**config.mk**
```make
export PLATFORM = sky130hd
export DESIGN_NAME = mwdt_watchdog
export DESIGN_NICKNAME = d
export VERILOG_FILES = /design/src/mwdt_pkg.sv /design/src/mwdt_watchdog.sv
export VERILOG_INCLUDE_DIRS = /design/src
export SDC_FILE = /design/constraint.sdc
export NUM_CORES = 1
export LEC_CHECK = 0
export BUFFER_PORTS_ARGS = -buffer_cell sky130_fd_sc_hd__buf_2
export CAP_MARGIN = 20
export CORE_MARGIN = 10
export CORE_UTILIZATION = 56
export CTS_BUF_LIST = sky130_fd_sc_hd__clkbuf_8
export DETAILED_ROUTE_END_ITERATION = 8
export GPL_ROUTABILITY_DRIVEN = 0
export PLACE_DENSITY = 0.83
export SLEW_MARGIN = 25
export SYNTH_ARGS = -nofsm -noshare
export SYNTH_HDL_FRONTEND = slang
export SYNTH_SLANG_ARGS = --single-unit
```
**constraint.sdc**
```tcl
create_clock -name clk -period 3.1 [get_ports clk]
set_input_delay 0.155 -clock clk [delete_from_list [all_inputs] [get_ports clk]]
set_output_delay 0.155 -clock clk [all_outputs]
set_load 0.1 [all_outputs]
```
**src/mwdt_map.svh**
```systemverilog
// register map, field positions, codes and timing counts of the watchdog
`ifndef MWDT_MAP_SVH
`define MWDT_MAP_SVH

`define MWDT_ADDR_CONTROL_ONE 8'h34
`define MWDT_ADDR_CODE 8'h38
`define MWDT_ADDR_STATUS 8'h3C

`define MWDT_CTRL_RESET 8'h09
`define MWDT_BIT_OUT_SEL 0
`define MWDT_BIT_TIME_LO 1
`define MWDT_BIT_TIME_HI 2
`define MWDT_BIT_ENABLE 3

`define MWDT_CODE_CLEAR 8'h4E
`define MWDT_CODE_DISABLE 8'hB1

`define MWDT_STAT_RUNNING 0
`define MWDT_STAT_ENABLE 1
`define MWDT_STAT_OUT_SEL 2
`define MWDT_STAT_PENDING 3
`define MWDT_STAT_RESETTING 4
`define MWDT_STAT_BIN_LO 5
`define MWDT_STAT_BIN_HI 6

`define MWDT_BIN_LAST 2'h3
`define MWDT_TIME_LONGEST 2'h0
`define MWDT_TIME_SHORTEST 2'h3
`define MWDT_EXP_STEP 2
`define MWDT_BIN_STAGES 2
`define MWDT_EXP_DEFAULT 19

`define MWDT_CLK_PERIOD_PS 8000
`define MWDT_RESET_TIME_PS 192000
`define MWDT_RESET_CYCLES (`MWDT_RESET_TIME_PS / `MWDT_CLK_PERIOD_PS)

`endif

```
**src/mwdt_pkg.sv**
```systemverilog
// types shared by the watchdog and whoever instantiates it
`default_nettype none
package mwdt_pkg;

  typedef struct packed {
    logic read;
    logic write;
    logic [7:0] address;
    logic [31:0] writedata;
    logic [3:0] byteenable;
  } mwdt_bus_req_type;

  typedef struct packed {
    logic enable;
    logic [1:0] time_sel;
    logic out_sel;
  } mwdt_ctrl_type;

  typedef enum logic [0:0] {
    MWDT_RST_IDLE = 1'b0,
    MWDT_RST_ACTIVE = 1'b1
  } mwdt_rst_state_type;

endpackage
`default_nettype wire

```
**src/mwdt_watchdog.sv**
```systemverilog
// watchdog timer with avalon-mm register access
`include "mwdt_map.svh"
`default_nettype none

// How it works
// [RULE1] after reset the enable bit is one and the watchdog counts at once.
// [RULE2] overflow with output select one raises the internal reset request.
// [RULE3] overflow with output select zero raises the watchdog interrupt instead.
// [RULE4] stop, warm-up and idle freeze counting; counting resumes from the held count.
// [RULE5] clear code zeroes only the two-stage binary counter, never the divider.
// [RULE6] software clears within three quarters of the detection time.
// [RULE7] time field picks 2^25, 2^23, 2^21, 2^19 periods; gear one doubles.
// [RULE8] output select, once zero, cannot be set to one again before reset.
// [RULE9] both control registers are write-only; reading them returns no state.
// [RULE10] disable code acts only while the enable bit is already zero.
// [RULE11] software disables by: interrupts off, clear code, enable zero, disable code.
// [RULE12] while disabled the binary counter is held cleared.
// [RULE13] the interrupt is non-maskable, independent of the master interrupt flag.
// [RULE14] each new overflow interrupts again even while an earlier one is served.
// [RULE15] software sets the stack pointer before choosing interrupt output.
// [RULE16] the watchdog reset request lasts at most 24 clock periods.
// [RULE17] software disables or clears before stop, and clears again after it.
// [RULE18] software never clears the counter from an interrupt task.
// [RULE19] disabling during interrupt service leaves the pending interrupt uncleared.
// [RULE20] other codes to the code register change neither counter nor enable.
module mwdt_watchdog #(
  parameter int unsigned DETECT_EXP_MIN = `MWDT_EXP_DEFAULT
) (
  input wire logic clk,
  input wire logic sys_rst,
  input wire mwdt_pkg::mwdt_bus_req_type bus_req,
  output logic [31:0] bus_readdata,
  output logic bus_waitrequest,
  input wire logic low_power_hold,
  input wire logic clock_gear_select,
  input wire logic interrupt_ack,
  output logic watchdog_overflow_interrupt,
  output logic watchdog_reset_request
);
  import mwdt_pkg::*;

  localparam int unsigned DIV_W = 32;
  localparam logic [4:0] RST_LAST = 5'(`MWDT_RESET_CYCLES - 1);

  mwdt_ctrl_type watchdog_control_one;
  logic running;
  logic [DIV_W-1:0] divider;
  logic [1:0] binary_count;
  logic pending;
  mwdt_rst_state_type rst_state;
  logic [4:0] rst_count;

  logic take;
  logic wr_ctrl;
  logic wr_code;
  logic code_clear;
  logic code_disable;
  logic tick;
  logic overflow;
  logic [31:0] next_readdata;

  // exponent of the binary-counter stage period, a quarter of the detection time
  function automatic int unsigned stage_exp(input logic [1:0] sel, input logic gear);
    int unsigned e;
    e = DETECT_EXP_MIN + `MWDT_EXP_STEP * 32'(`MWDT_TIME_SHORTEST - sel);
    e = e + 32'(gear);
    if (e > `MWDT_BIN_STAGES)
      stage_exp = e - `MWDT_BIN_STAGES;
    else
      stage_exp = 1;
  endfunction

  // true when the low exp bits of the divider are all ones, i.e. it rolls over next
  function automatic logic rolls(input logic [DIV_W-1:0] d, input int unsigned exp);
    logic [DIV_W-1:0] mask;
    mask = DIV_W'((64'h1 << exp) - 64'h1);
    rolls = (d & mask) == mask;
  endfunction

  // bus decode: an access is carried out at the edge where waitrequest is low
  always_comb begin
    take = (bus_req.read || bus_req.write) && !bus_waitrequest;
    wr_ctrl = take && bus_req.write && bus_req.byteenable[0]
      && (bus_req.address == `MWDT_ADDR_CONTROL_ONE);
    wr_code = take && bus_req.write && bus_req.byteenable[0]
      && (bus_req.address == `MWDT_ADDR_CODE);
    code_clear = wr_code && (bus_req.writedata[7:0] == `MWDT_CODE_CLEAR);
    code_disable = wr_code && (bus_req.writedata[7:0] == `MWDT_CODE_DISABLE);
  end

  // one wait state: each request is answered on the second edge it is seen
  always_ff @(posedge clk or posedge sys_rst) begin
    if (sys_rst) begin
      bus_waitrequest <= 1'b1;
    end else if (bus_waitrequest && (bus_req.read || bus_req.write)) begin
      bus_waitrequest <= 1'b0;
    end else begin
      bus_waitrequest <= 1'b1;
    end
  end

  // control registers read as zero so no watchdog state leaks through them
  always_comb begin
    next_readdata = 32'h0;
    if (bus_req.address == `MWDT_ADDR_STATUS) begin // RULE9
      next_readdata[`MWDT_STAT_RUNNING] = running;
      next_readdata[`MWDT_STAT_ENABLE] = watchdog_control_one.enable;
      next_readdata[`MWDT_STAT_OUT_SEL] = watchdog_control_one.out_sel;
      next_readdata[`MWDT_STAT_PENDING] = pending;
      next_readdata[`MWDT_STAT_RESETTING] = (rst_state == MWDT_RST_ACTIVE);
      next_readdata[`MWDT_STAT_BIN_HI:`MWDT_STAT_BIN_LO] = binary_count;
    end
  end

  always_ff @(posedge clk or posedge sys_rst) begin
    if (sys_rst) begin
      bus_readdata <= 32'h0;
    end else if (bus_waitrequest && bus_req.read) begin
      bus_readdata <= next_readdata;
    end
  end

  // control register one; output select may only move from one to zero
  always_ff @(posedge clk or posedge sys_rst) begin
    if (sys_rst) begin
      watchdog_control_one <= mwdt_ctrl_type'(`MWDT_CTRL_RESET); // RULE1
    end else if (wr_ctrl) begin
      watchdog_control_one.enable <= bus_req.writedata[`MWDT_BIT_ENABLE];
      watchdog_control_one.time_sel <=
        bus_req.writedata[`MWDT_BIT_TIME_HI:`MWDT_BIT_TIME_LO];
      watchdog_control_one.out_sel <= watchdog_control_one.out_sel
        & bus_req.writedata[`MWDT_BIT_OUT_SEL]; // RULE8
    end
  end

  // running follows the enable bit up at once, but goes down only on the disable code
  always_ff @(posedge clk or posedge sys_rst) begin
    if (sys_rst) begin
      running <= 1'b1; // RULE1
    end else if (wr_ctrl && bus_req.writedata[`MWDT_BIT_ENABLE]) begin
      running <= 1'b1;
    end else if (code_disable && !watchdog_control_one.enable) begin
      running <= 1'b0; // RULE10 RULE20
    end
  end

  // free-running prescaler; a clear code leaves it alone, hence the 3/4 minimum
  always_ff @(posedge clk or posedge sys_rst) begin
    if (sys_rst) begin
      divider <= '0;
    end else if (!low_power_hold) begin // RULE4
      divider <= divider + DIV_W'(1); // RULE5
    end
  end

  always_comb begin
    tick = running && !low_power_hold // RULE4
      && rolls(divider, stage_exp(watchdog_control_one.time_sel, clock_gear_select)); // RULE7
    overflow = tick && (binary_count == `MWDT_BIN_LAST);
  end

  // two-stage binary counter; overflow on the fourth tick, 3 to 4 stage periods after a clear
  always_ff @(posedge clk or posedge sys_rst) begin
    if (sys_rst) begin
      binary_count <= 2'h0;
    end else if (!running || code_clear) begin
      binary_count <= 2'h0; // RULE5 RULE12
    end else if (rst_state == MWDT_RST_ACTIVE) begin
      binary_count <= 2'h0;
    end else if (tick) begin
      binary_count <= binary_count + 2'h1;
    end
  end

  // interrupt pulse is not gated by any mask: every overflow with output select zero fires it again
  always_ff @(posedge clk or posedge sys_rst) begin
    if (sys_rst) begin
      watchdog_overflow_interrupt <= 1'b0;
    end else begin
      watchdog_overflow_interrupt <= overflow && !watchdog_control_one.out_sel; // RULE3 RULE13 RULE14
    end
  end

  // pending survives a disable; only the acknowledge clears it, and a new overflow wins
  always_ff @(posedge clk or posedge sys_rst) begin
    if (sys_rst) begin
      pending <= 1'b0;
    end else if (overflow && !watchdog_control_one.out_sel) begin
      pending <= 1'b1; // RULE14
    end else if (interrupt_ack) begin
      pending <= 1'b0; // RULE19
    end
  end

  // reset request: fixed-length pulse, bounded by the documented maximum
  always_ff @(posedge clk or posedge sys_rst) begin
    if (sys_rst) begin
      rst_state <= MWDT_RST_IDLE;
      rst_count <= 5'h0;
    end else begin
      case (rst_state)
        MWDT_RST_IDLE: begin
          rst_count <= 5'h0;
          if (overflow && watchdog_control_one.out_sel) begin
            rst_state <= MWDT_RST_ACTIVE; // RULE2
          end
        end
        MWDT_RST_ACTIVE: begin
          if (rst_count == RST_LAST) begin
            rst_state <= MWDT_RST_IDLE; // RULE16
            rst_count <= 5'h0;
          end else begin
            rst_count <= rst_count + 5'h1;
          end
        end
        default: begin
          rst_state <= MWDT_RST_IDLE;
          rst_count <= 5'h0;
        end
      endcase
    end
  end

  always_ff @(posedge clk or posedge sys_rst) begin
    if (sys_rst) begin
      watchdog_reset_request <= 1'b0;
    end else begin
      watchdog_reset_request <= (rst_state == MWDT_RST_ACTIVE); // RULE2 RULE16
    end
  end

endmodule // mwdt_watchdog
`default_nettype wire

```
==> metrics.log <==
INFO  metric status = complete, but fails checks
INFO  metric violations = hold timing
INFO  metric grt_first_pass_wirelength = 12800 µm
INFO  metric post_cts_setup_repair_buffer_count = 0
INFO  metric power_density = 426 nW/µm²
INFO  metric report.final.setup_viol = 0
INFO  metric critical_path_arrival = 3.10 ns
INFO  metric die_y = 99.2 µm
INFO  metric synthDominantAreaCellType = sky130_fd_sc_hd__dfrtp_1
INFO  metric routedWlPerCell = 16.9 µm
INFO  metric synthMostInstantiatedCell = sky130_fd_sc_hd__dfrtp_1
INFO  metric endpoint_class_of_the_critical_path = flip-flop
INFO  metric place.detailed.instances = 456
INFO  metric drive_gt1_share = 17.5%
INFO  metric port_buffers = 33
INFO  metric cts.root.buffer_cell = sky130_fd_sc_hd__clkbuf_8
INFO  metric cts_buf_count = 5
INFO  metric drv_cap = 0
INFO  metric number_of_synthesized_flops_with_an_enable_pin = 0
INFO  metric postSynthRegisterBits = 56
INFO  metric critPathMaxStageDelay = 0.56 ns
INFO  metric die-width = 99.2 µm
INFO  metric startpoint_type = flip-flop
INFO  metric async_sr_flop_fraction = 100%
INFO  metric tightest_slew = 0.884 ns
INFO  metric route.detailed.vias_per_inst = 5.97
INFO  metric synth_top_area_share = 37.1%
INFO  metric synth_top_cells_by_count = sky130_fd_sc_hd__dfrtp_1, sky130_fd_sc_hd__nand2_1, sky130_fd_sc_hd__buf_4, sky130_fd_sc_hd__xnor2_1, sky130_fd_sc_hd__nor2_1
INFO  metric worst_skew_pair.late_latency = 0.32 ns
INFO  metric layout-area-overhead-vs-synth = 5.70%
INFO  metric dp_hpwl = 5840 µm
INFO  metric design.die.area = 9840 µm²
INFO  metric count_of_fill_cells_added_during_filler_insertion = 505
INFO  metric detail_route.iter0.violations = 156
INFO  metric finish.utilization = 61.9%
INFO  metric crit_chain = inv_1, ha_2, xnor2_2, mux2_2, nor2b_1, o21ai_0, and3_1, nand4_1, o32ai_2
INFO  metric antenna_violating_nets_post_route = 0
INFO  metric count_of_vias_placed_by_the_detailed_router = 2768
INFO  metric grt_overflow_total = 0
INFO  metric path_clk_slew = 0.11 ns
INFO  metric fmax = 349 MHz
INFO  metric synth.avg_cell_area = 9.78 µm²
INFO  metric vdd_drop_max = 0.000456 V
INFO  metric ys_top_cells_by_area = sky130_fd_sc_hd__dfrtp_1, sky130_fd_sc_hd__xnor2_1, sky130_fd_sc_hd__buf_4, sky130_fd_sc_hd__ha_1, sky130_fd_sc_hd__nand2_1
INFO  metric worstPathMaxFanout = 18
INFO  metric synth_sequential_area_ratio = 40.1%
INFO  metric worst_min_delay_path_category = input pin to asynchronous set/reset pin
INFO  metric fin_crit_sh = 92.6%
INFO  metric cts-htree-levels = 2
INFO  metric cts_max_path_buffers = 2
INFO  metric io_pins = 86
INFO  metric critical_path.slowest_cell = sky130_fd_sc_hd__ha_2
INFO  metric ys_warn_count = 0
INFO  metric critical_path_class = flip-flop to flip-flop
INFO  metric floorplan.initialDensity = 58.6%
INFO  metric grt_util_all_layers = 15.2%
INFO  metric final_cell_count_no_fill = 464
INFO  metric design.core.area = 5990 µm²
INFO  metric final.setup_skew = 0.0123 ns
INFO  metric maximum_number_of_pins_on_one_net_before_global_route_repair = 40
INFO  metric drt_drc_violations_left = 0
INFO  metric setup_repair_after_global_routing_missed_its_margin = false
INFO  metric relSlewSlack = 40.6%
INFO  metric cts.sink_count = 56
INFO  metric wl_final = 7820 µm
INFO  metric setup_total_negative_slack = 0 ns
INFO  metric hold_viol = 14
INFO  metric final_period_minus_worst_setup_slack = 2.87 ns
INFO  metric row_count = 28
INFO  metric antenna_found_initial = 0
INFO  metric final.hold.worst_slack = -0.0223 ns
INFO  metric timing.final.max_slew_violations = 0
INFO  metric synth_top_flop_cell = sky130_fd_sc_hd__dfrtp_1
INFO  metric worst_ep_required_time = 3.33 ns
INFO  metric post_synth_num_cell_types = 70
INFO  metric number_of_global_route_vias_before_repair = 2635
INFO  metric report.power.total = 1580 µW
INFO  metric first_pass_iteration_count_of_the_detailed_router = 6
INFO  metric netlist_instances = 359
INFO  metric insertedDiodeCount = 0
INFO  metric total_leakage_power = 0.00168 µW
INFO  metric tritoncts = built
INFO  metric post_synth_instance_area = 3510 µm²
INFO  metric count_of_nets_after_finishing = 448
## kinds of logic after synthesis
kind of cell / after synthesis / synth area share [%]
adders and majority gates: 9 / 3.21
and+or+nand+nor: 138 / 23.3
DFF: 56 / 40.1
other: 1 / 0.107
AOI/OAI and AO/OA: 62 / 13.3
muxes: 6 / 1.85
buffers and inverters: 51 / 8.80
xor gates and xnor gates: 36 / 9.41
## final timing paths
| path | start | end | slack, ns | cells after the start |
|---|---|---|---|---|
| worst max-delay path | watchdog_control_one[1]$_DFFE_PP0P_ | pending$_DFFE_PP0P_ | 0.23 | 9 |
| worst max register to register | watchdog_control_one[1]$_DFFE_PP0P_ | pending$_DFFE_PP0P_ | 0.23 | 9 |
| worst min register to register | rst_count[0]$_DFF_PP0_ | rst_count[0]$_DFF_PP0_ | 0.47 | 1 |
| min in group clk | bus_req[44] | bus_waitrequest$_DFF_PP1_ | 0 | 2 |
| max in group asynchronous | sys_rst | watchdog_control_one[0]$_DFFE_PP1P_ | 2.32 | 3 |
| worst min-delay path | sys_rst | divider[1]$_DFFE_PP0N_ | -0.02 | 2 |
## sequential cells by signal, indices dropped and copies added (netlist names)
name                         flops
watchdog_reset_request           1
binary_count                     2
rst_count                        5
watchdog_control_one             4
pending                          1
rst_state                        1
bus_waitrequest                  1
bus_readdata                     7
watchdog_overflow_interrupt      1
running                          1
divider                         32
## repair_timing
| action | CTS | global route |
|---|---|---|
| hold buffers | 0 | 0 |
| endpoints found under the setup margin | 0 | 5 |
| resized for setup | 0 | 2 |
## stage by stage
step	area [µm²]	setup slack, ns
global route	3710	0.0135
CTS	3710	0.132
global placement	3610	0.321
floorplan	3600	0.737
detailed placement	3610	0.151
finish	3710	0.231
## final cells by class
cell class / count / area (µm²) / area share, %
flip-flops and latches: 56 / 1410 / 37.9
inverters: 15 / 56.3 / 1.52
repair buffers: 34 / 173 / 4.65
clock inverters: 3 / 22.5 / 0.607
well taps: 75 / 93.8 / 2.53
multi-input cells: 276 / 1890 / 50.9
clock buffers: 5 / 68.8 / 1.85
## report_power, final
group	total, µW	switching, µW	internal (µW)
logic	336	247	89.8
clock network	409	247	163
registers	835	59.0	776
## metal layers
layer / up-vias / routed length [µm] / global-route usage (%)
li1: 1310 / - / -
met1: 1346 / 3340 / 19.4
met2: 100 / 3820 / 24.9
met3: 12 / 575 / 4.15
met4: 0 / 90 / 3.75
met5: - / 0 / 0
## worst max-delay path, delay by kind of cell (launching register included)
| family | cells | cell delay, ns |
|---|---|---|
| adder cells (fa/ha/maj) | 1 | 0.56 |
| flip-flops | 1 | 0.52 |
| AND/OR/NAND/NOR | 3 | 0.52 |
| AO/OA/AOI/OAI | 2 | 0.49 |
| multiplexers | 1 | 0.40 |
| XOR/XNOR | 1 | 0.20 |
| buffers and inverters | 1 | 0.11 |
## cells in the final DEF (no fill, tap or decap), drive strengths merged, types with 3 or more instances in the layout
master	netlist	layout
buf	32	34
inv	15	16
nor2	18	18
nand4b	5	5
nor4	3	3
nand4	12	12
a31oi	3	3
nor3	16	16
nor2b	3	3
and3	8	8
dfrtp	52	52
o21ai	15	15
and4	3	3
xnor2	27	27
nand3	15	15
or3	4	4
conb	1	25
mux2	4	4
a21oi	7	7
dfstp	4	4
ha	9	9
a311oi	3	3
nand2	29	29
nand2b	7	7
xor2	9	9
a211oi	4	4
a22o	8	8
clkbuf	4	5
(Power assumes the default switching activity.)
